$ cat src/hw/ddff_pkg.sv
// ==========================================================================
// Shared constants of the dual data flip-flop block.
// ==========================================================================
package ddff_pkg;

  // Number of independent storage cells.
  localparam int unsigned NUM_CELLS = 2;

  // Value of each stored bit after the system reset.
  localparam logic STATE_RST = 1'b0;

  // Remembered level of the effective clock after the system reset.
  // Taken as high so that a clock already high at release is not seen as an edge.
  localparam logic PREV_CLK_RST = 1'b1;

  // Value of the conflict flag after the system reset.
  localparam logic CONFLICT_RST = 1'b0;

endpackage

$ cat src/hw/ddff_edge.sv
`timescale 1ns/1ns
// ==========================================================================
// Rising edge finder for the sampled effective clock of every cell.
// ==========================================================================
module ddff_edge
#(
  parameter int unsigned WIDTH = ddff_pkg::NUM_CELLS
)
(
  input  wire logic             clock_i, // System clock
  input  wire logic             rstn_i,  // Asynchronous reset, active low
  input  wire logic [WIDTH-1:0] level_i, // Sampled effective clock levels
  output logic      [WIDTH-1:0] rise_o   // High where the level went low to high
);

  typedef struct packed
  {
    logic [WIDTH-1:0] prev;
  } ddff_edge_s;

  ddff_edge_s state_ff;
  ddff_edge_s nxt_state;

  // ==========================================================================
  // Next state.
  // ==========================================================================
  always_comb
  begin
    nxt_state      = state_ff;
    nxt_state.prev = level_i;
  end

  always_ff @(posedge clock_i or negedge rstn_i)
  begin
    if (!rstn_i)
    begin
      state_ff.prev <= {WIDTH{ddff_pkg::PREV_CLK_RST}};
    end
    else
    begin
      state_ff <= nxt_state;
    end
  end

  // ==========================================================================
  // Edge output.
  // ==========================================================================
  // A level that stays high yields no edge, so data moving during a long
  // high phase cannot reach the stored state.
  assign rise_o = level_i & ~state_ff.prev;

endmodule

$ cat src/hw/ddff_core.sv
`timescale 1ns/1ns
// Contract
// - Two independent cells, each with data, set, reset, enable; one shared clock.
// - Set alone drives state high, reset alone drives it low, both together hold.
// - Set and reset override the shared clock and the enable inputs.
// - A cell's effective clock is shared clock OR its own enable.
// - On a rising effective clock the cell loads data; otherwise it holds.
// - Clocked changes of the outputs happen only at the effective rising edge.
// - Data changes away from the rising edge never alter the outputs.
// - Inputs other than the system clock and reset read as low when left open and need no tie-off.
module ddff_core
#(
  parameter int unsigned NUM_CELLS = ddff_pkg::NUM_CELLS
)
(
  input  wire logic                 clock_i,             // System clock, 125 MHz
  input  wire logic                 rstn_i,              // Asynchronous reset, active low
  input  wire logic                 shared_clock_i = '0, // Clock common to all cells
  input  wire logic [NUM_CELLS-1:0] clk_enable_i = '0,   // Per-cell clock enable
  input  wire logic [NUM_CELLS-1:0] data_i = '0,         // Per-cell data input
  input  wire logic [NUM_CELLS-1:0] set_i = '0,          // Per-cell set, active high
  input  wire logic [NUM_CELLS-1:0] clear_i = '0,        // Per-cell reset, active high
  output logic      [NUM_CELLS-1:0] q_o,                 // Stored state
  output logic      [NUM_CELLS-1:0] q_n_o,               // Complement of stored state
  output logic      [NUM_CELLS-1:0] conflict_o           // Set and reset seen together
);

  // ==========================================================================
  // Parameter check.
  // ==========================================================================
  if (NUM_CELLS < 1)
  begin : g_bad_cells
    $error("ddff_core needs at least one cell");
  end

  // ==========================================================================
  // State.
  // ==========================================================================
  typedef struct packed
  {
    logic [NUM_CELLS-1:0] q;
    logic [NUM_CELLS-1:0] q_n;
    logic [NUM_CELLS-1:0] conflict;
  } ddff_core_s;

  ddff_core_s           state_ff;
  ddff_core_s           nxt_state;
  logic [NUM_CELLS-1:0] eff_clock;
  logic [NUM_CELLS-1:0] eff_rise;

  // ==========================================================================
  // Effective clock and its rising edge.
  // ==========================================================================
  // The effective clock is an ordinary sampled level: the pins are synchronous
  // to the system clock, so no cell ever runs on a derived clock.
  assign eff_clock = {NUM_CELLS{shared_clock_i}} | clk_enable_i;

  ddff_edge
  #(
    .WIDTH (NUM_CELLS)
  )
  u_edge
  (
    .clock_i (clock_i),
    .rstn_i  (rstn_i),
    .level_i (eff_clock),
    .rise_o  (eff_rise)
  );

  // ==========================================================================
  // Next state, one lane per cell.
  // ==========================================================================
  always_comb
  begin
    nxt_state = state_ff;
    for (int i = 0; i < NUM_CELLS; i++)
    begin
      // Forcing inputs win over any clock activity in the same cycle.
      if (set_i[i] && clear_i[i])
      begin
        // Undefined combination: the state is held and flagged instead of
        // inventing a value, which keeps the outputs deterministic.
        nxt_state.conflict[i] = 1'b1;
      end
      else if (set_i[i])
      begin
        nxt_state.q[i] = 1'b1;
      end
      else if (clear_i[i])
      begin
        nxt_state.q[i] = 1'b0;
      end
      else if (eff_rise[i])
      begin
        nxt_state.q[i] = data_i[i];
      end
      if (!(set_i[i] && clear_i[i]))
      begin
        nxt_state.conflict[i] = 1'b0;
      end
      nxt_state.q_n[i] = ~nxt_state.q[i];
    end
  end

  always_ff @(posedge clock_i or negedge rstn_i)
  begin
    if (!rstn_i)
    begin
      state_ff.q        <= {NUM_CELLS{ddff_pkg::STATE_RST}};
      state_ff.q_n      <= {NUM_CELLS{~ddff_pkg::STATE_RST}};
      state_ff.conflict <= {NUM_CELLS{ddff_pkg::CONFLICT_RST}};
    end
    else
    begin
      state_ff <= nxt_state;
    end
  end

  // Open inputs other than clock_i and rstn_i default to low through the port defaults above.
  assign q_o        = state_ff.q;
  assign q_n_o      = state_ff.q_n;
  assign conflict_o = state_ff.conflict;

  // ==========================================================================
  // Checks, one set per cell.
  // ==========================================================================
  for (genvar g = 0; g < NUM_CELLS; g++)
  begin : g_chk

  end
endmodule

$ cat config.mk
export PLATFORM = sky130hd
export DESIGN_NAME = ddff_core
export DESIGN_NICKNAME = d
export VERILOG_FILES = /design/src/hw/ddff_pkg.sv /design/src/hw/ddff_edge.sv /design/src/hw/ddff_core.sv
export SDC_FILE = /design/constraint.sdc
export NUM_CORES = 1
export LEC_CHECK = 0
export BUFFER_PORTS_ARGS = -buffer_cell sky130_fd_sc_hd__buf_2
export CORE_AREA = 2 2 39 41
export DETAILED_ROUTE_END_ITERATION = 6
export DIE_AREA = 0 0 41 43
export PLACE_DENSITY = 0.5
export SLEW_MARGIN = 20
export SYNTH_ARGS = -nofsm -noshare
export SYNTH_HDL_FRONTEND = slang
export SYNTH_SLANG_ARGS = --single-unit
$ cat constraint.sdc
create_clock -name clock_i -period 1.89 [get_ports clock_i]
set_clock_uncertainty 0.2 [all_clocks]
set_input_delay 0.378 -clock clock_i [delete_from_list [all_inputs] [get_ports clock_i]]
set_output_delay 0.378 -clock clock_i [all_outputs]
set_load 0.1 [all_outputs]
==> key figures <==
Synthesis
  – Cell count after synthesis: 25
  – Synthesis-stage register bit count: 8
  – Yosys warns: 0
  – Sequential area share after synthesis: approximately 63%
  – Unique masters post-synth: 17
  – Syn Nets: 36
  – Synth Area per Inst: between 10 and 15 µm²
  – Mapped Area: approximately 330 µm²

Worst setup path
  – Reg2reg path depth: 3
  – Crit. End Element: output pin
  – Startpoint Class: register
  – WP buf/inv: 1
  – Crit-path cells: buf_2
  – Worst path slowest cell: dfstp_2
  – CP peak stage delay: a little over 500 ps
  – CP Depth: 1
  – WP data required: 1310 ps
  – Type of the worst setup path: reg -> out
  – Delay-heaviest family, CP: flip-flops
  – CP max FO: 1
  – CP arrival: around 1200 ps

Floorplan
  – Initial Util: about a quarter
  – DIE AREA: around 1800 µm²
  – Die height: around 43 µm
  – Core area: approximately 1400 µm²
  – Die Width: between 40 and 50 µm
  – # rows: 14
  – I/O pins: 17

Final layout
  – Layout cells sized above 1: roughly three fifths
  – Syn-to-layout area delta: 41.92%
  – Final #Nets: between 50 and 60
  – Antenna diode count: 0
  – Commonest non-fill, non-tap cells in the layout: 16 x buf_2, 4 x dfrtp_1, 4 x dfstp_2
  – Final Core Density: roughly 33%
  – Commonest non-fill, non-tap cell in the layout: buf_2

Route
  – DRT Pass-1 Iters: 1
  – DRT iter0 DRCs: 0
  – Vias per cell: approximately 4.3
  – WL/cell: between 10 and 15 µm
  – Vias post-DR: ~270
  – Final wirelength: 667 µm
  – Post-route ant nets: 0
  – Post-route DRC: 0

Global route
  – Vias in the first global route: 254
  – Initial antenna violation count: 0
  – Total GRT Usage: between 10 and 15%
  – Total grt overflow: 0
  – First-pass GRT wire length: 1124 µm
  – Largest net degree at the start of global routing: 9

Pwr
  – Maximum VDD drop: between 400 and 500 µV
  – Sw frac: 37.72%
  – Net Switching: between 150 and 200 µW
  – Combinational power share: a little under a third
  – Reg power frac: 40.4%
  – Internal power: approximately 300 µW
  – Clock power frac: roughly 29%
  – PwrDens: between 1000 and 1500 nW/µm²
  – LEAKAGE: 0.0002268 µW

Timing
  – Slew @ Worst Pin: 495.6 ps
  – Final setup violation count: 0
  – Endpoints failing hold: 0
  – Slew HR: between 60% and 70%
  – Post-layout min period: ~1800 ps
  – Fmax: 0.5704 GHz
  – RSZ-0062 raised after global routing: no
  – Worst Setup Slack, final: 136.9 ps
  – Setup TNS: 0 ps
  – Pins Over Slew Limit: 0
  – Ratio of final minimum period to clock period: 92.76%

Place
  – Pre-CTS WS: between 400 and 500 ps
  – Final GP Congestion: just over 0.6
  – Final HPWL DP: 537 µm
  – Port buffer count: 16

Clock tree
  – Clock transition at path regs: 50 ps
  – Worst-case clock buffer depth: 2
  – Total CTS buffers: 3
  – Clock Latency Late Sink: between 200 and 300 ps
  – CTS root buf: clkbuf_4
  – CTS tree: yes
  – Htree depth: 1
  – Postcts setup bufs: 0
  – Sinks on Clock Net: 8

Run
  – Max Cap Viol: 0

Status
  – Status: finished clean

Worst hold path
  – Hold WC Path Type: in -> reg
  – Hold Crit Depth: 2
final timing paths:
check,startpoint,to,slack (ps)
setup reg to reg,u_edge.state_ff[1]$_DFF_PN1_,register,650
setup / recovery,q_n_o[1]$_DFF_PN1_,q_n_o[1],140
max in group asynchronous,rstn_i,u_edge.state_ff[1]$_DFF_PN1_,950
min in group asynchronous,rstn_i,conflict_o[0]$_DFF_PN0_,290
hold reg to reg,register,q_n_o[1]$_DFF_PN1_,280
hold / removal,set_i[1],q_n_o[1]$_DFF_PN1_,120
cell usage after synthesis (all sizes together):
cell type	instances	area, µm²
dfrtp	4	100.1
dfstp	4	105.1
inv	3	11.26
and2	2	12.51
a21oi	1	5.000
a22o	1	8.760
a22oi	1	7.510
a31oi	1	21.27
nand2	1	3.750
nor2	1	6.260
o21ai	1	5.000
o21ba	1	10.01
o21bai	1	7.510
o22a	1	8.760
o22ai	1	6.260
or2	1	6.260
cells by family after synthesis:
group                  after synthesis  share of synthesized area [%]
AO/OA/AOI/OAI                        9                          24.62
buffers and inverters                3                          3.461
flip-flops                           8                          63.08
AND/OR/NAND/NOR                      5                          8.847
power by group through the flow:
stage,Combinational [µW],Sequential [µW],Clock [µW]
after floorplan,22.8,293,0
after global placement,150,200,0
after detailed placement,150,199,0
after CTS,151,197,151
after global routing,158,199,163
final,150,197,140
area by class of cell:
class	instances	area, µm²
fillers	137	922.1
flip-flops and latches	8	205.2
multi-input cells	14	108.9
repair buffers	17	90.09
clock buffers	4	26.28
well taps	16	20.02
inverters	3	11.26
through the flow:
step / total power, µW / hold slack [ps] / cells / area (µm²)
after detailed placement: 349.1 / 33.03 / 57 / 425.4
final: 486.4 / 118.7 / 62 / 461.7
after CTS: 499.7 / 108.4 / 62 / 461.7
after global routing: 519.7 / 127.3 / 62 / 461.7
after floorplan: 315.7 / -117.6 / 25 / 325.3
after global placement: 349.2 / 33.54 / 57 / 425.4
metal layers:
metal	global-route usage [%]	share of wire (%)	wire, µm	vias up
met3	5.236	15	102	2
met5	0	0	0	-
li1	-	-	-	128
met1	12.29	43	284	121
met4	8.000	0.60	4	0
met2	12.81	41	276	17
worst register-to-register path, cell delays in order, from the launching register on:
cell	delay, ps
dfstp_2	510
o21bai_1	120
a21oi_1	110
o22a_1	190
repair_timing:
item	4_1_cts	5_1_grt
hold buffers	1	0
hold endpoints to repair	8	0
gates resized for setup	0	0
Note: power is estimated with default switching activity, not from simulation.
